==> config.mk <==
export PLATFORM = sky130hd
export DESIGN_NAME = cfg_device_flat
export DESIGN_NICKNAME = d
export VERILOG_FILES = /design/src/cfg_pkg.sv /design/src/cfg_link_if.sv /design/src/tick_divider.sv /design/src/cfg_device.sv /design/src/flat_wrapper.sv
export VERILOG_INCLUDE_DIRS = /design/src
export SDC_FILE = /design/constraint.sdc
export NUM_CORES = 2
export LEC_CHECK = 0
export ABC_CLOCK_PERIOD_IN_PS = 6250
export BUFFER_PORTS_ARGS = -buffer_cell sky130_fd_sc_hd__buf_2
export CORE_UTILIZATION = 30
export CTS_CLUSTER_SIZE = 20
export DETAILED_ROUTE_END_ITERATION = 8
export PLACE_DENSITY = 0.5
export SYNTH_ARGS = -nofsm -noshare
export SYNTH_HDL_FRONTEND = slang
export SYNTH_HIERARCHICAL = 1
export SYNTH_SLANG_ARGS = --single-unit
==> constraint.sdc <==
create_clock -name clk_sys -period 6.25 [get_ports clk_sys]
set_input_delay 0.625 -clock clk_sys [delete_from_list [all_inputs] [get_ports clk_sys]]
set_output_delay 0.625 -clock clk_sys [all_outputs]
set_load 0.01 [all_outputs]
==> src/cfg_map.svh <==
/*
 Constants of the configuration command interpreter: parameter codes,
 reset values, ASCII codes and timing. Included by the device and host modules.
*/
`ifndef CFG_MAP_SVH
`define CFG_MAP_SVH
// Parameter codes (binary command codes)
`define CODE_DEST 6'h00
`define CODE_WAKE_DELAY 6'h03
`define CODE_GUARD_BEFORE 6'h04
`define CODE_GUARD_AFTER 6'h05
`define CODE_IDLE_TIMEOUT 6'h06
`define CODE_SW_HS 6'h07
`define CODE_COMMIT 6'h08
`define CODE_LEAVE 6'h09
`define CODE_WAKE_LEN 6'h0C
`define CODE_RX_FAIL 6'h0F
`define CODE_RX_GOOD 6'h10
`define CODE_HOP 6'h11
`define CODE_MASK 6'h12
`define CODE_ESC 6'h13
`define CODE_RATE 6'h15
`define CODE_IN2 6'h16
`define CODE_OUT2 6'h1F
`define CODE_HOLD_OFF 6'h24
`define CODE_TAG 6'h27
`define CODE_OUT3 6'h28
// Reset values
`define RST_DEST 16'h0000
`define RST_WAKE_DELAY 16'hFFFF
`define RST_GUARD 16'h000A
`define RST_IDLE_TIMEOUT 16'h00C8
`define RST_WAKE_LEN 16'h0001
`define RST_MASK 16'hFFFF
`define RST_ESC 16'h002B
`define RST_ZERO 16'h0000
// Text names, two ASCII letters each
`define TXT_DEST 16'h4454
`define TXT_WAKE_DELAY 16'h4854
`define TXT_GUARD_BEFORE 16'h4254
`define TXT_GUARD_AFTER 16'h4154
`define TXT_IDLE_TIMEOUT 16'h4354
`define TXT_SW_HS 16'h464C
`define TXT_COMMIT 16'h5752
`define TXT_LEAVE 16'h434E
`define TXT_WAKE_LEN 16'h4C48
`define TXT_RX_FAIL 16'h4552
`define TXT_RX_GOOD 16'h4744
`define TXT_HOP 16'h4850
`define TXT_MASK 16'h4D4B
`define TXT_ESC 16'h4343
`define TXT_RATE 16'h4244
`define TXT_IN2 16'h5254
`define TXT_OUT2 16'h4353
`define TXT_HOLD_OFF 16'h4654
`define TXT_TAG 16'h4944
`define TXT_OUT3 16'h4344
// ASCII
`define CH_CR 8'h0D
`define CH_COMMA 8'h2C
`define CH_A 8'h41
`define CH_T 8'h54
`define CH_O 8'h4F
`define CH_K 8'h4B
`define CH_E 8'h45
`define CH_R 8'h52
// Timing
`define CLK_KHZ 50000
`define TICK_MS 100
`define BIN_TIMEOUT_MS 500
`define BIN_TIMEOUT_TICKS (`BIN_TIMEOUT_MS / `TICK_MS)
`define TICK_CYC (`TICK_MS * `CLK_KHZ)
`define BIN_READ_FLAG 8'h80
// Host register offsets
`define HREG_TX 4'h0
`define HREG_PIN 4'h4
`define HREG_RX 4'h8
`define HREG_STATUS 4'hC
`endif

==> src/cfg_pkg.sv <==
/*
 Types of the configuration command interpreter.
 Assumes cfg_map.svh is on the include path.
*/
`default_nettype none
package cfg_pkg;
   typedef enum logic [3:0] {
      P_DATA = 4'h0, P_ESC = 4'h1, P_GUARD = 4'h2, P_A = 4'h3, P_T = 4'h4,
      P_L1 = 4'h5, P_L2 = 4'h6, P_VAL = 4'h7, P_FIN = 4'h8
   } text_state_t;
   typedef enum logic [1:0] {B_IDLE = 2'h0, B_LO = 2'h1, B_HI = 2'h2} bin_state_t;
   typedef enum logic [1:0] {M_OK = 2'h0, M_ERR = 2'h1, M_VAL = 2'h2, M_BIN = 2'h3} msg_kind_t;
endpackage : cfg_pkg
`default_nettype wire

==> src/cfg_link_if.sv <==
/*
 Byte-level serial link between host and configuration device.
 UART framing lies outside; one valid pulse carries one byte.
*/
`timescale 1ns/1ps
`default_nettype none
interface cfg_link_if;
   logic [7:0] h_data;
   logic h_valid;
   logic bin_pin;
   logic [7:0] d_data;
   logic d_valid;
   logic cts_n;
   modport dev (input h_data, h_valid, bin_pin, output d_data, d_valid, cts_n);
   modport host (output h_data, h_valid, bin_pin, input d_data, d_valid, cts_n);
endinterface : cfg_link_if
`default_nettype wire

==> src/tick_divider.sv <==
/*
 Divides clk_sys into a one-cycle enable pulse every DIV cycles.
 Assumes DIV is at least 2.
*/
`timescale 1ns/1ps
`default_nettype none
module tick_divider #(
   parameter int unsigned DIV = 5000000
) (
   // Clock and reset
   input wire logic clk_sys,
   input wire logic sys_rst,
   // Enable out
   output logic tick
);
   localparam int W = $clog2(DIV);
   logic [W-1:0] cnt;
   always_ff @(posedge clk_sys)
   begin
      if (sys_rst)
      begin
         cnt <= '0;
         tick <= 1'b0;
      end
      else
      begin
         tick <= (cnt == W'(DIV - 1));
         cnt <= (cnt == W'(DIV - 1)) ? '0 : cnt + 1'b1;
      end
   end
endmodule : tick_divider
`default_nettype wire

==> src/cfg_device.sv <==
/*
 Device end: text and binary configuration command interpreter with a
 parameter table, nonvolatile copy and reply queue.
 Assumes the host delivers at most one byte per cycle and always takes
 reply bytes; bin_pin is asynchronous.
*/
// Added by the designer: the plain strobed port.
// Notes on behaviour
// - escape sequence with silences enters text mode
// - name without value reads, replies value
// - comma separated commands, one OK per line
// - text values are hexadecimal only
// - commit copies working set to nonvolatile
// - host matches baud, parity, stop settings
// - binary commands need input-2 function one
// - binary-program pin high selects binary mode
// - binary parameter two bytes, low first
// - binary command is one code byte
// - clear-to-send high while executing
// - host uses no hardware flow control
// - guard-after, idle timeout range and defaults
// - guard-before range two upward, default ten
// - wake initializer length one byte
// - wake initializer delay defaults all ones
// - network tag writable only 0x10-0x7FFF
// - hold-off threshold limited by buffer size
// - top bit set code reads parameter back
// - missing parameter bytes abandon after timeout
// - text command replies OK or ERROR
// - pin sampled once per received byte
`timescale 1ns/1ps
`default_nettype none
`include "cfg_map.svh"
module cfg_device #(
   parameter int unsigned TICK_CYC = `TICK_CYC,
   parameter logic [15:0] IN_BUF = 16'h0100,
   parameter logic [15:0] RST_RATE = 16'h0003,
   parameter logic [15:0] RST_TAG = 16'h3332
) (
   // Clock and reset
   input wire logic clk_sys,
   input wire logic sys_rst,
   // Link
   cfg_link_if.dev link,
   // User side
   output logic [7:0] payload_data,
   output logic payload_valid,
   output logic cmd_mode,
   output logic nv_commit
);
   logic tick, pin_s1, pin_s2, rx_bin, rx_txt;
   logic [15:0] prm [0:63];
   logic [15:0] nv [0:63];
   logic [15:0] quiet, val, msg_val, wr_val;
   logic [7:0] c1, c2, blo;
   logic [7:0] txq [0:15];
   logic [7:0] msg [0:5];
   logic [2:0] nd, msg_len, btick;
   logic [1:0] esc_n;
   logic [3:0] wr_ptr, rd_ptr;
   logic [4:0] tx_n;
   logic [6:0] nc;
   logic [5:0] wr_code, bcode;
   logic [4:0] hexv;
   logic wr_en, commit, msg_push, line_act, line_err, leave_pend;
   cfg_pkg::text_state_t st;
   cfg_pkg::bin_state_t bst;
   cfg_pkg::msg_kind_t msg_kind;

   function automatic logic [15:0] reset_of(input int c);
      case (6'(c))
         `CODE_WAKE_DELAY: reset_of = `RST_WAKE_DELAY;
         `CODE_GUARD_BEFORE, `CODE_GUARD_AFTER: reset_of = `RST_GUARD;
         `CODE_IDLE_TIMEOUT: reset_of = `RST_IDLE_TIMEOUT;
         `CODE_WAKE_LEN: reset_of = `RST_WAKE_LEN;
         `CODE_MASK: reset_of = `RST_MASK;
         `CODE_ESC: reset_of = `RST_ESC;
         `CODE_RATE: reset_of = RST_RATE;
         `CODE_TAG: reset_of = RST_TAG;
         default: reset_of = `RST_ZERO;
      endcase
   endfunction : reset_of

   // Bit 6 marks a known code
   function automatic logic [6:0] name_code(input logic [15:0] n);
      case (n)
         `TXT_DEST: name_code = {1'b1, `CODE_DEST};
         `TXT_WAKE_DELAY: name_code = {1'b1, `CODE_WAKE_DELAY};
         `TXT_GUARD_BEFORE: name_code = {1'b1, `CODE_GUARD_BEFORE};
         `TXT_GUARD_AFTER: name_code = {1'b1, `CODE_GUARD_AFTER};
         `TXT_IDLE_TIMEOUT: name_code = {1'b1, `CODE_IDLE_TIMEOUT};
         `TXT_SW_HS: name_code = {1'b1, `CODE_SW_HS};
         `TXT_COMMIT: name_code = {1'b1, `CODE_COMMIT};
         `TXT_LEAVE: name_code = {1'b1, `CODE_LEAVE};
         `TXT_WAKE_LEN: name_code = {1'b1, `CODE_WAKE_LEN};
         `TXT_RX_FAIL: name_code = {1'b1, `CODE_RX_FAIL};
         `TXT_RX_GOOD: name_code = {1'b1, `CODE_RX_GOOD};
         `TXT_HOP: name_code = {1'b1, `CODE_HOP};
         `TXT_MASK: name_code = {1'b1, `CODE_MASK};
         `TXT_ESC: name_code = {1'b1, `CODE_ESC};
         `TXT_RATE: name_code = {1'b1, `CODE_RATE};
         `TXT_IN2: name_code = {1'b1, `CODE_IN2};
         `TXT_OUT2: name_code = {1'b1, `CODE_OUT2};
         `TXT_HOLD_OFF: name_code = {1'b1, `CODE_HOLD_OFF};
         `TXT_TAG: name_code = {1'b1, `CODE_TAG};
         `TXT_OUT3: name_code = {1'b1, `CODE_OUT3};
         default: name_code = 7'h00;
      endcase
   endfunction : name_code

   function automatic logic known(input logic [5:0] c);
      known = (c == `CODE_COMMIT) || (c == `CODE_LEAVE) || (reset_of(int'(c)) != `RST_ZERO)
         || (c == `CODE_DEST) || (c == `CODE_SW_HS) || (c == `CODE_RX_FAIL)
         || (c == `CODE_RX_GOOD) || (c == `CODE_HOP) || (c == `CODE_IN2)
         || (c == `CODE_OUT2) || (c == `CODE_HOLD_OFF) || (c == `CODE_OUT3)
         || (c == `CODE_RATE) || (c == `CODE_TAG);
   endfunction : known

   function automatic logic write_ok(input logic [5:0] c, input logic [15:0] v,
                                     input logic [15:0] cur);
      case (c)
         `CODE_GUARD_BEFORE, `CODE_GUARD_AFTER, `CODE_IDLE_TIMEOUT:
            write_ok = (v >= 16'h0002);
         `CODE_WAKE_LEN, `CODE_OUT3: write_ok = (c == `CODE_OUT3) ? (v <= 16'h0004)
            : (v <= 16'h00FF);
         `CODE_SW_HS: write_ok = (v <= 16'h0001);
         `CODE_HOP: write_ok = (v <= 16'h0006);
         `CODE_IN2: write_ok = (v <= 16'h0002);
         `CODE_OUT2: write_ok = (v <= 16'h0004);
         `CODE_ESC: write_ok = (v >= 16'h0020) && (v <= 16'h007F);
         `CODE_RATE: write_ok = (v <= 16'h0006) || (v >= 16'h007D);
         `CODE_HOLD_OFF: write_ok = (v <= IN_BUF - 16'h0011);
         `CODE_TAG: write_ok = (v >= 16'h0010) && (v <= 16'h7FFF) && !cur[15];
         `CODE_COMMIT, `CODE_LEAVE: write_ok = 1'b0;
         default: write_ok = known(c);
      endcase
   endfunction : write_ok

   function automatic logic [7:0] hex_char(input logic [3:0] n);
      hex_char = (n < 4'hA) ? 8'h30 + {4'h0, n} : 8'h37 + {4'h0, n};
   endfunction : hex_char

   tick_divider #(.DIV(TICK_CYC)) u_tick (.clk_sys(clk_sys), .sys_rst(sys_rst), .tick(tick));

   always_ff @(posedge clk_sys)
   begin
      pin_s1 <= link.bin_pin;
      pin_s2 <= pin_s1;
   end

   // Pin level taken with each byte; gated by input-2 function
   assign rx_bin = link.h_valid && pin_s2 && (prm[`CODE_IN2] == 16'h0001);
   assign rx_txt = link.h_valid && !rx_bin;
   assign nc = name_code({c1, c2});
   always_comb
   begin
      if (link.h_data >= 8'h30 && link.h_data <= 8'h39)
         hexv = {1'b1, link.h_data[3:0]};
      else if (link.h_data >= 8'h41 && link.h_data <= 8'h46)
         hexv = {1'b1, link.h_data[3:0] + 4'h9};
      else
         hexv = 5'h00;
   end
   assign link.cts_n = (tx_n != 5'h00) || msg_push || wr_en || commit
      || (st == cfg_pkg::P_FIN) || (bst != cfg_pkg::B_IDLE);
   assign cmd_mode = (st >= cfg_pkg::P_A);

   always_ff @(posedge clk_sys)
   begin
      if (sys_rst)
         quiet <= 16'h0000;
      else if (link.h_valid)
         quiet <= 16'h0000;
      else if (tick && quiet != 16'hFFFF)
         quiet <= quiet + 16'h0001;
   end

   always_ff @(posedge clk_sys)
   begin
      if (sys_rst)
      begin
         for (int i = 0; i < 64; i++)
            prm[i] <= reset_of(i);
         nv_commit <= 1'b0;
      end
      else
      begin
         nv_commit <= commit;
         if (wr_en)
            prm[wr_code] <= wr_val;
         if (commit)
            for (int i = 0; i < 64; i++)
               nv[i] <= prm[i];
      end
   end

   always_ff @(posedge clk_sys)
   begin
      if (sys_rst)
      begin
         st <= cfg_pkg::P_DATA;
         bst <= cfg_pkg::B_IDLE;
         {c1, c2, blo, val, nd, esc_n, bcode, btick} <= '0;
         {line_act, line_err, leave_pend, wr_en, commit, msg_push} <= '0;
         {wr_code, wr_val, msg_val, payload_data, payload_valid} <= '0;
         msg_kind <= cfg_pkg::M_OK;
      end
      else
      begin
         wr_en <= 1'b0;
         commit <= 1'b0;
         msg_push <= 1'b0;
         payload_valid <= 1'b0;
         payload_data <= link.h_data;
         if (rx_txt && st < cfg_pkg::P_A)
            payload_valid <= 1'b1;
         if (st >= cfg_pkg::P_A && st != cfg_pkg::P_FIN && quiet >= prm[`CODE_IDLE_TIMEOUT])
            st <= cfg_pkg::P_DATA;
         else
            unique case (st)
               cfg_pkg::P_DATA:
                  if (rx_txt && link.h_data == prm[`CODE_ESC][7:0]
                      && quiet >= prm[`CODE_GUARD_BEFORE])
                  begin
                     st <= cfg_pkg::P_ESC;
                     esc_n <= 2'h1;
                  end
               cfg_pkg::P_ESC:
                  if (rx_txt)
                  begin
                     esc_n <= esc_n + 2'h1;
                     if (link.h_data != prm[`CODE_ESC][7:0])
                        st <= cfg_pkg::P_DATA;
                     else if (esc_n == 2'h2)
                        st <= cfg_pkg::P_GUARD;
                  end
               cfg_pkg::P_GUARD:
                  if (rx_txt)
                     st <= cfg_pkg::P_DATA;
                  else if (quiet >= prm[`CODE_GUARD_AFTER])
                  begin
                     st <= cfg_pkg::P_A;
                     msg_push <= 1'b1;
                     msg_kind <= cfg_pkg::M_OK;
                  end
               cfg_pkg::P_A:
                  if (rx_txt && link.h_data == `CH_A)
                     st <= cfg_pkg::P_T;
               cfg_pkg::P_T:
                  if (rx_txt)
                     st <= (link.h_data == `CH_T) ? cfg_pkg::P_L1 : cfg_pkg::P_A;
               cfg_pkg::P_L1:
                  if (rx_txt)
                  begin
                     c1 <= link.h_data;
                     st <= (link.h_data == `CH_CR) ? cfg_pkg::P_FIN : cfg_pkg::P_L2;
                  end
               cfg_pkg::P_L2:
                  if (rx_txt)
                  begin
                     c2 <= link.h_data;
                     val <= 16'h0000;
                     nd <= 3'h0;
                     // A one-letter name must still end the line, not swallow the next
                     st <= (link.h_data == `CH_CR) ? cfg_pkg::P_FIN : cfg_pkg::P_VAL;
                     line_err <= line_err || (link.h_data == `CH_CR);
                  end
               cfg_pkg::P_VAL:
                  if (rx_txt)
                  begin
                     if (hexv[4] && nd < 3'h4)
                     begin
                        val <= {val[11:0], hexv[3:0]};
                        nd <= nd + 3'h1;
                     end
                     else if (link.h_data == `CH_COMMA || link.h_data == `CH_CR)
                     begin
                        st <= (link.h_data == `CH_CR) ? cfg_pkg::P_FIN : cfg_pkg::P_L1;
                        // A bad character anywhere in the command blocks its execution
                        if (!nc[6] || line_err)
                           line_err <= 1'b1;
                        else if (nc[5:0] == `CODE_COMMIT)
                           {commit, line_act} <= 2'h3;
                        else if (nc[5:0] == `CODE_LEAVE)
                           {leave_pend, line_act} <= 2'h3;
                        else if (nd == 3'h0)
                        begin
                           msg_push <= 1'b1;
                           msg_kind <= cfg_pkg::M_VAL;
                           msg_val <= prm[nc[5:0]];
                        end
                        else if (write_ok(nc[5:0], val, prm[nc[5:0]]))
                        begin
                           {wr_en, line_act} <= 2'h3;
                           wr_code <= nc[5:0];
                           wr_val <= val;
                        end
                        else
                           line_err <= 1'b1;
                     end
                     else
                        line_err <= 1'b1;
                  end
               cfg_pkg::P_FIN:
               begin
                  msg_push <= line_err || line_act;
                  msg_kind <= line_err ? cfg_pkg::M_ERR : cfg_pkg::M_OK;
                  st <= leave_pend ? cfg_pkg::P_DATA : cfg_pkg::P_A;
                  {line_err, line_act, leave_pend} <= 3'h0;
               end
            endcase
         unique case (bst)
            cfg_pkg::B_IDLE:
               if (rx_bin)
               begin
                  bcode <= link.h_data[5:0];
                  btick <= 3'h0;
                  if ((link.h_data & `BIN_READ_FLAG) != 8'h00)
                  begin
                     if (known(link.h_data[5:0]) && !link.h_data[6])
                     begin
                        msg_push <= 1'b1;
                        msg_kind <= cfg_pkg::M_BIN;
                        msg_val <= prm[link.h_data[5:0]];
                     end
                  end
                  else if (link.h_data[5:0] == `CODE_COMMIT && link.h_data[7:6] == 2'h0)
                     commit <= 1'b1;
                  else if (link.h_data[5:0] != `CODE_LEAVE && known(link.h_data[5:0])
                           && !link.h_data[6])
                     bst <= cfg_pkg::B_LO;
               end
            cfg_pkg::B_LO, cfg_pkg::B_HI:
               if (tick && btick == 3'(`BIN_TIMEOUT_TICKS - 1))
                  bst <= cfg_pkg::B_IDLE;
               else
               begin
                  if (tick)
                     btick <= btick + 3'h1;
                  if (rx_bin && bst == cfg_pkg::B_LO)
                  begin
                     blo <= link.h_data;
                     bst <= cfg_pkg::B_HI;
                  end
                  else if (rx_bin)
                  begin
                     bst <= cfg_pkg::B_IDLE;
                     wr_en <= write_ok(bcode, {link.h_data, blo}, prm[bcode]);
                     wr_code <= bcode;
                     wr_val <= {link.h_data, blo};
                  end
               end
            default: bst <= cfg_pkg::B_IDLE;
         endcase
      end
   end

   always_comb
   begin
      msg_len = 3'h0;
      for (int i = 0; i < 6; i++)
         msg[i] = `CH_CR;
      unique case (msg_kind)
         cfg_pkg::M_OK:
         begin
            {msg[0], msg[1]} = {`CH_O, `CH_K};
            msg_len = 3'h3;
         end
         cfg_pkg::M_ERR:
         begin
            {msg[0], msg[1], msg[2], msg[3], msg[4]} = {`CH_E, `CH_R, `CH_R, `CH_O, `CH_R};
            msg_len = 3'h6;
         end
         cfg_pkg::M_VAL:
         begin
            msg_len = (msg_val[15:12] != 4'h0) ? 3'h5 : (msg_val[15:8] != 8'h00) ? 3'h4
               : (msg_val[15:4] != 12'h000) ? 3'h3 : 3'h2;
            for (int i = 0; i < 4; i++)
               if (i < int'(msg_len) - 1)
                  msg[i] = hex_char(4'(msg_val >> (4 * (int'(msg_len) - 2 - i))));
         end
         cfg_pkg::M_BIN:
         begin
            {msg[0], msg[1]} = {msg_val[7:0], msg_val[15:8]};
            msg_len = 3'h2;
         end
      endcase
   end

   // Queue overruns only if the host ignores the hold-off
   always_ff @(posedge clk_sys)
   begin
      if (sys_rst)
      begin
         {wr_ptr, rd_ptr, tx_n} <= '0;
         link.d_valid <= 1'b0;
         link.d_data <= 8'h00;
      end
      else
      begin
         link.d_valid <= (tx_n != 5'h00);
         if (tx_n != 5'h00)
         begin
            link.d_data <= txq[rd_ptr];
            rd_ptr <= rd_ptr + 4'h1;
         end
         if (msg_push)
         begin
            for (int i = 0; i < 6; i++)
               if (i < int'(msg_len))
                  txq[4'(int'(wr_ptr) + i)] <= msg[i];
            wr_ptr <= wr_ptr + {1'b0, msg_len};
         end
         tx_n <= tx_n + (msg_push ? {2'h0, msg_len} : 5'h00) - ((tx_n != 5'h00) ? 5'h01 : 5'h00);
      end
   end
endmodule : cfg_device
`default_nettype wire

==> src/flat_wrapper.sv <==
// flat-port wrapper written by rule: the top's interface ports become plain ports
module cfg_device_flat 
#(
   parameter int unsigned TICK_CYC = `TICK_CYC,
   parameter logic [15:0] IN_BUF = 16'h0100,
   parameter logic [15:0] RST_RATE = 16'h0003,
   parameter logic [15:0] RST_TAG = 16'h3332
)
  (clk_sys, sys_rst, payload_data, payload_valid, cmd_mode, nv_commit, link_h_data, link_h_valid, link_bin_pin, link_d_data, link_d_valid, link_cts_n);
  cfg_link_if link_i ();
  input wire logic clk_sys;
  input wire logic sys_rst;
  output logic [7:0] payload_data;
  output logic payload_valid;
  output logic cmd_mode;
  output logic nv_commit;
  input wire logic [$bits(link_i.h_data)-1:0] link_h_data;
  input wire logic [$bits(link_i.h_valid)-1:0] link_h_valid;
  input wire logic [$bits(link_i.bin_pin)-1:0] link_bin_pin;
  output wire logic [$bits(link_i.d_data)-1:0] link_d_data;
  output wire logic [$bits(link_i.d_valid)-1:0] link_d_valid;
  output wire logic [$bits(link_i.cts_n)-1:0] link_cts_n;
  assign link_i.h_data = link_h_data;
  assign link_i.h_valid = link_h_valid;
  assign link_i.bin_pin = link_bin_pin;
  assign link_d_data = link_i.d_data;
  assign link_d_valid = link_i.d_valid;
  assign link_cts_n = link_i.cts_n;
  cfg_device #(.TICK_CYC(TICK_CYC), .IN_BUF(IN_BUF), .RST_RATE(RST_RATE), .RST_TAG(RST_TAG)) u_core (.clk_sys(clk_sys), .sys_rst(sys_rst), .link(link_i), .payload_data(payload_data), .payload_valid(payload_valid), .cmd_mode(cmd_mode), .nv_commit(nv_commit));
endmodule
* Word level (Yosys, flattened, before mapping)
Memory sizes are Yosys's and may differ from the RTL's. A register that Yosys moved wholly into a read port is not among the register bits.
Cells that the tools add are included.
** Word-level totals
- Bits in registers :: 172
- RAM bits :: 1152
- Memories kept :: 2
** Operators by class
- $add $sub $neg :: 28
- Magnitude comparators :: 48
- Equal/unequal tests :: 131
- Shift operators :: 4
- Muxes and demuxes :: 271
- Bitwise logic cells :: 2
- Reduce and logical (&&, ||, !) cells :: 145
** Memory list
- u_core.prm :: depth 64, bits a word 16, rd ports 8, clocked after memory_dff 1, write ports 64, RTL line cfg_device.sv:52 : logic [15:0] prm [0:63];
- u_core.txq :: depth 16, bits a word 8, rd ports 1, clocked after memory_dff 1, write ports 6, RTL line cfg_device.sv:56 : logic [7:0] txq [0:15];
** Operators by type and width (count)
- 2-to-1 mux 16 bit :: 65
- equality test 16 x 15 -> 1 bit (second input constant) :: 20
- case mux 16 bit (4 select lines) :: 3
- case mux 7 bit (20 select lines) :: 1
- >> shifter 16 x 32 -> 4 bit :: 4
- equality test 6 x 5 -> 1 bit (second input constant) :: 21
- case mux 16 bit (7 select lines) :: 1
- 2-to-1 mux 1 bit :: 108
- 2-to-1 mux 6 bit :: 17
- equality test 6 x 3 -> 1 bit (second input constant) :: 12
- equality test 6 x 4 -> 1 bit (second input constant) :: 12
- <= comparator 16 x 3 -> 1 bit (second input constant) :: 4
- <= comparator 16 x 8 -> 1 bit (second input constant) :: 4
- less-than comparator 3 x 32 -> 1 bit (first input constant) :: 2
- 2-to-1 mux 4 bit :: 16
- 2-to-1 mux 8 bit :: 8
- case mux 16 bit (2 select lines) :: 2
- nonzero test 16 bit :: 4
- logical OR 1 bit :: 62
- subtractor 30 x 3 -> 30 bit (second input constant) :: 2
- adder 6 x 4 -> 7 bit (first input constant) :: 8
- equality test 6 bit (second input constant) :: 9
- >= comparator 16 bit :: 3
- 2-to-1 mux 2 bit :: 24
- 93 further kinds :: 217

* Longest topological paths before layout
- Depth in word-level cells :: 54
- Gate-level depth with buffers :: 21
- Depth with buffers taken out :: 16

* By module
Netlist, hierarchy kept.
** By module, submodules not included
- cfg_device :: times used 1, cells each 6955, area each 76324.5 sq um, seq. area each 36555.1 sq um
- tick_divider :: times used 1, cells each 124, area each 1086.0 sq um, seq. area each 480.5 sq um

* Worst setup path after synthesis
No wires, ideal clock.
- Path type :: input -> register
- From :: input link_h_data[1]
- To :: register u_core.wr_code[5]
- Arrival time :: 4.529 ns
- Data required time :: 6.133 ns
- Path slack :: 1.604 ns
- Stages :: 21
- Cell sequence :: clkbuf_1 -> clkbuf_1 -> buf_2 -> buf_1 -> buf_2 -> inv_1 -> ha_1 -> nor2_1 -> o21ai_0 -> and4_1 -> clkbuf_1 -> a31o_2 -> nor2_1 -> o21a_1 -> nor4b_1 -> a21boi_0 -> a41o_1 -> buf_6 -> buf_6 -> mux2i_1 -> nand2_1
** Between the ends
- Longest elaborated chain between the ends :: 13
- Elaborated cells between the ends (all ways) :: 21
- Classes of those cells :: order compare (4); eq/ne (2); mux (11); reduce/logical (4)
** RTL lines
- start, declared :: RTL line flat_wrapper.sv:17 : input wire logic [$bits(link_i.h_data)-1:0] link_h_data;
- >= comparator 8 x 7 -> 1 bit / <= comparator 8 x 7 -> 1 bit (equally long branches) :: RTL line cfg_device.sv:159 : else if (link.h_data >= 8'h41 && link.h_data <= 8'h46)
- logical AND 1 bit :: RTL line cfg_device.sv:159
- 2-to-1 mux 5 bit :: RTL line cfg_device.sv:159
- 2-to-1 mux 5 bit :: RTL line cfg_device.sv:157 : if (link.h_data >= 8'h30 && link.h_data <= 8'h39)
- logical AND 1 bit :: RTL line cfg_device.sv:271 : if (hexv[4] && nd < 3'h4)
- 2-to-1 mux 6 bit (*) :: RTL line cfg_device.sv:271
- 2-to-1 mux 6 bit (*) :: RTL line cfg_device.sv:269 : if (rx_txt)
- 2-to-1 mux 6 bit (*) :: RTL line cfg_device.sv:220 : unique case (st)
- 2-to-1 mux 6 bit (*) :: RTL line cfg_device.sv:217 : if (st >= cfg_pkg::P_A && st != cfg_pkg::P_FIN && quiet >= prm[`CODE_IDLE_TIMEOUT])
- 2-to-1 mux 6 bit :: RTL line cfg_device.sv:345 : else if (rx_bin)
- 2-to-1 mux 6 bit :: RTL line cfg_device.sv:340 : if (rx_bin && bst == cfg_pkg::B_LO)
- 2-to-1 mux 6 bit :: RTL line cfg_device.sv:334 : if (tick && btick == 3'(`BIN_TIMEOUT_TICKS - 1))
- 2-to-1 mux 6 bit (*) :: RTL line cfg_device.sv:312 : unique case (bst)
- end signal, assigned :: RTL line cfg_device.sv:295 : wr_code <= nc[5:0];
- end signal, assigned :: RTL line cfg_device.sv:349 : wr_code <= bcode;
- end, declared :: RTL line cfg_device.sv:63 : logic [5:0] wr_code, bcode;
Every way passes the cells marked *; elsewhere a longest branch is shown, timed or not.
A chain may end at the register's enable or synchronous reset.

* Final worst setup path
- From :: register u_core.c1[4]
- To :: register u_core.msg_val[11]
** Between the ends
- Longest elaborated chain between the ends :: 16
- Elaborated cells between the ends (all ways) :: 39
- Classes of those cells :: eq/ne (22); mux (14); reduce/logical (2); memory (1)
** RTL lines
- start, declared :: RTL line cfg_device.sv:55 : logic [7:0] c1, c2, blo;
- start signal, assigned :: RTL line cfg_device.sv:255 : c1 <= link.h_data;
- equality test 16 x 15 -> 1 bit :: RTL line cfg_device.sv:86 : case (n)
- case mux 7 bit (20 select lines) (*) :: RTL line cfg_device.sv:86
- memory (64 x 16 bit)
- 2-to-1 mux 16 bit :: RTL line cfg_device.sv:286 : else if (nd == 3'h0)
- 2-to-1 mux 16 bit :: RTL line cfg_device.sv:284 : else if (nc[5:0] == `CODE_LEAVE)
- 2-to-1 mux 16 bit :: RTL line cfg_device.sv:282 : else if (nc[5:0] == `CODE_COMMIT)
- 2-to-1 mux 16 bit (*) :: RTL line cfg_device.sv:280 : if (!nc[6] || line_err)
- 2-to-1 mux 16 bit (*) :: RTL line cfg_device.sv:276 : else if (link.h_data == `CH_COMMA || link.h_data == `CH_CR)
- 2-to-1 mux 16 bit (*) :: RTL line cfg_device.sv:271
- 2-to-1 mux 16 bit (*) :: RTL line cfg_device.sv:269
- 2-to-1 mux 16 bit (*) :: RTL line cfg_device.sv:220
- 2-to-1 mux 16 bit (*) :: RTL line cfg_device.sv:217
- 2-to-1 mux 16 bit :: RTL line cfg_device.sv:320 : if (known(link.h_data[5:0]) && !link.h_data[6])
- 2-to-1 mux 16 bit :: RTL line cfg_device.sv:318 : if ((link.h_data & `BIN_READ_FLAG) != 8'h00)
- 2-to-1 mux 16 bit :: RTL line cfg_device.sv:314 : if (rx_bin)
- 2-to-1 mux 16 bit (*) :: RTL line cfg_device.sv:312
- end signal, assigned :: RTL line cfg_device.sv:290 : msg_val <= prm[nc[5:0]];
- end signal, assigned :: RTL line cfg_device.sv:324 : msg_val <= prm[link.h_data[5:0]];
- end, declared :: RTL line cfg_device.sv:54 : logic [15:0] quiet, val, msg_val, wr_val;
Marked as above.

==> flow_metrics.env <==
export IMPL_tns_ps=0
export IMPL_final_util_pct=33.8
export IMPL_finalHoldViolCount=0
export IMPL_cts_buffers_inserted=162
export IMPL_syn_area_sq_um=77400
export IMPL_seqCellArea_sq_um=37100
export IMPL_clockBufferDepth=3
export IMPL_reg2reg_from="u_core/c1[4]$_SDFFE_PP0P_"
export IMPL_synth_warnings=6
export IMPL_synth_top_area_cell="edfxtp_1"
export IMPL_maxCapViolCount=0
export IMPL_synth_cells=7079
export IMPL_start_util_pct=30.2
export IMPL_critPathMaxFanout=27
export IMPL_drive_above_1_share_pct=15.6
export IMPL_cts_tree="done"
export IMPL_gp_congestion=0.968
export IMPL_track_usage_pct=22.8
export IMPL_cts_max_level=4
export IMPL_vdd_ir_drop_worst_mv=0.219
export IMPL_cts_root_buffer_cell="clkbuf_16"
export IMPL_synth_area_top_cells="edfxtp_1 40%, mux4_2 11%, dfxtp_1 8.1%, and2_1 8.0%, mux2i_1 5.1%"
export IMPL_async_reset_ff_share_pct=0
export IMPL_ant_nets=0
export IMPL_worst_pin_slew_ps=1360
export IMPL_io_buffer_count=32
export IMPL_grt_pass1_wl_um=429000
export IMPL_max_freq_mhz=183
export IMPL_cp_arrival_ps=6180
export IMPL_grt_max_degree=124
export IMPL_post_dp_hpwl_um=199000
export IMPL_die_area_sq_um=260000
export IMPL_setup_viol=0
export IMPL_drv_slew=0
export IMPL_worst_setup_path_end_kind="flip-flop"
export IMPL_synth_ff_type="edfxtp_1"
export IMPL_clk_pin_slew_worst_paths_ps=60
export IMPL_fin_nets=7003
export IMPL_synth_fp_nets=7181
export IMPL_fp_coreArea_sq_um=257000
export IMPL_hold_class="in2reg"
export IMPL_fp_dieH_um=510
export IMPL_worstHoldStart="link_h_data[5]"
export IMPL_dieWidth_um=510
export IMPL_status="completed"
export IMPL_slew_headroom_pct=9.20
export IMPL_drcViolationCount=0
export IMPL_gr_total_overflow=0
export IMPL_drt_pass1_iter_count=6
export IMPL_syn2layout_area_growth_pct=12.1
export IMPL_criticalPathCategory="reg2reg"
export IMPL_startpoint="u_core/c1[4]$_SDFFE_PP0P_"
export IMPL_wl_per_cell_um=29.0
export IMPL_cts_num_sinks=1338
export IMPL_grt_pass1_vias=56700
export IMPL_fillerInstances=25400
export IMPL_vias=59600
export IMPL_critical_path_startpoint_type="flip-flop"
export IMPL_power_leakage_nw=32.3
export IMPL_period_share_pct=87.5
export IMPL_yosysSeqAreaShare_pct=47.8
export IMPL_io_pins=33
export IMPL_rows=186
export IMPL_synth_top_area_share_pct=39.7
export IMPL_routed_wirelength_um=303000
export IMPL_p_total_mw=21.7
export IMPL_synth_cell_types=105
export IMPL_skew_ps=84.0
export IMPL_fin_crit_ps=5470
export IMPL_multi_input_area_sq_um=37700
export IMPL_rsz0062_at_grt="false"
export IMPL_antenna_found_initial=20
export IMPL_required_ps=6970
export IMPL_synth_seq_cells=1338
export IMPL_avgSynthCellArea_sq_um=10.9
export IMPL_vias_per_cell=5.72
export IMPL_synth_edff_count=1024
export IMPL_clk_latency_ps=860
export IMPL_ctsResizeCount=0
export IMPL_drtIter0Drc=7089
export IMPL_power_density_nw_per_um2=250
## cell usage in the layout, fill, tap and decap left out, drive strengths merged, types with 60 or more instances in the layout
master and instances:
edfxtp 1024, and2 992, nand2 646, nor2 455
mux2i 397, mux4 393, o21ai 327, dfxtp 314
nand3 268, a21oi 256, buf 252, clkbuf 220
nor3 138, inv 117, ha 88, or3 86
or2 86, a211oi 82, clkinv 66, a221oi 60
## flip-flops by register name (all words and copies together) (netlist names), 4 cells and up, named ones only
register / cells
u_core/prm: 1024
u_core/txq: 128
u_core/u_tick/cnt: 23
u_core/msg_val: 16
u_core/quiet: 16
u_core/val: 16
u_core/wr_val: 16
u_core/blo: 8
u_core/c1: 8
u_core/c2: 8
u_core/link.d_data: 8
u_core/payload_data: 8
u_core/bcode: 6
u_core/wr_code: 6
u_core/tx_n: 5
u_core/rd_ptr: 4
u_core/st: 4
u_core/wr_ptr: 4
## layer usage
metal	GRT usage (%)	share of wire [%]	up-vias	routed length, um
li1	-	-	25800	-
met1	32.6	44	30300	133000
met2	33.8	43	3027	130000
met3	5.05	9.2	522	28000
met4	7.81	3.6	6	10900
met5	0	0.013	-	39
## kinds of logic after synthesis
logic type / share of synthesized area [%]
AND/OR/NAND/NOR: 20.2
flip-flops: 47.8
AO/OA/AOI/OAI: 8.71
multiplexers: 17.4
buffers and inverters: 3.60
adder cells (fa/ha/maj): 1.47
XOR/XNOR: 0.713
## report_power, final
part / total [mW] / switching (mW) / internal, mW
combinational: 2.06 / 1.23 / 0.828
sequential: 10.2 / 0.255 / 9.96
clock: 9.45 / 4.10 / 5.35
## cell usage after synthesis (all sizes together) (149+ instances only)
cell type	instances
clkbuf	447
nand2	646
a21oi	256
o21ai	327
mux4	393
nand3	268
and2	992
nor2	455
mux2i	397
buf	149
edfxtp	1024
dfxtp	314
## critical path, cell delays in order (launching register included)
cell and delay (ps):
dfxtp_1 410, nor4b_4 680, nand2_1 370, o32ai_1 920, nor4_2 230, buf_12 250
buf_4 300, mux2_2 280, nor2_1 30, a211oi_1 440, nor3_1 160, nor3_1 690
a31oi_1 220, a31oi_1 320
## through the flow
step           hold WS (ps)  worst slack, ps  std cells  area (sq um)
2_1_floorplan           310             1600       7079         77400
3_3_place_gp            322              995      10100         81400
3_5_place_dp            320             1050      10100         81400
4_1_cts                 192             1000      10400         86700
5_1_grt                 228              562      10400         86700
6_report                260              784      10400         86800
## repair_timing
| item | 4_1_cts | 5_1_grt |
|---|---|---|
| buffers inserted | 0 | 0 |
| hold buffers | 1 | 0 |
| hold endpoints to repair | 1 | 0 |
## worst paths after layout
path	endpoint	slack, ps	cells past startpoint
max	u_core/msg_val[11]$_SDFF_PP0_	780	13
min	u_core/blo[5]$_SDFFE_PP0P_	260	3
min reg2reg	u_core/pin_s2$_DFF_P_	330	0
max reg2reg	u_core/msg_val[11]$_SDFF_PP0_	780	13
## area by class of cell
type	count	share of cell area (%)
inverter	115	0.498
tap	3384	4.88
antenna	6	0.0173
sequential	1338	42.7
multi-input combinational	5030	43.5
timing repair buffer	254	2.32
clock buffer	219	5.15
clock inverter	78	0.945
No activity file was read; power rests on OpenSTA's default activity.
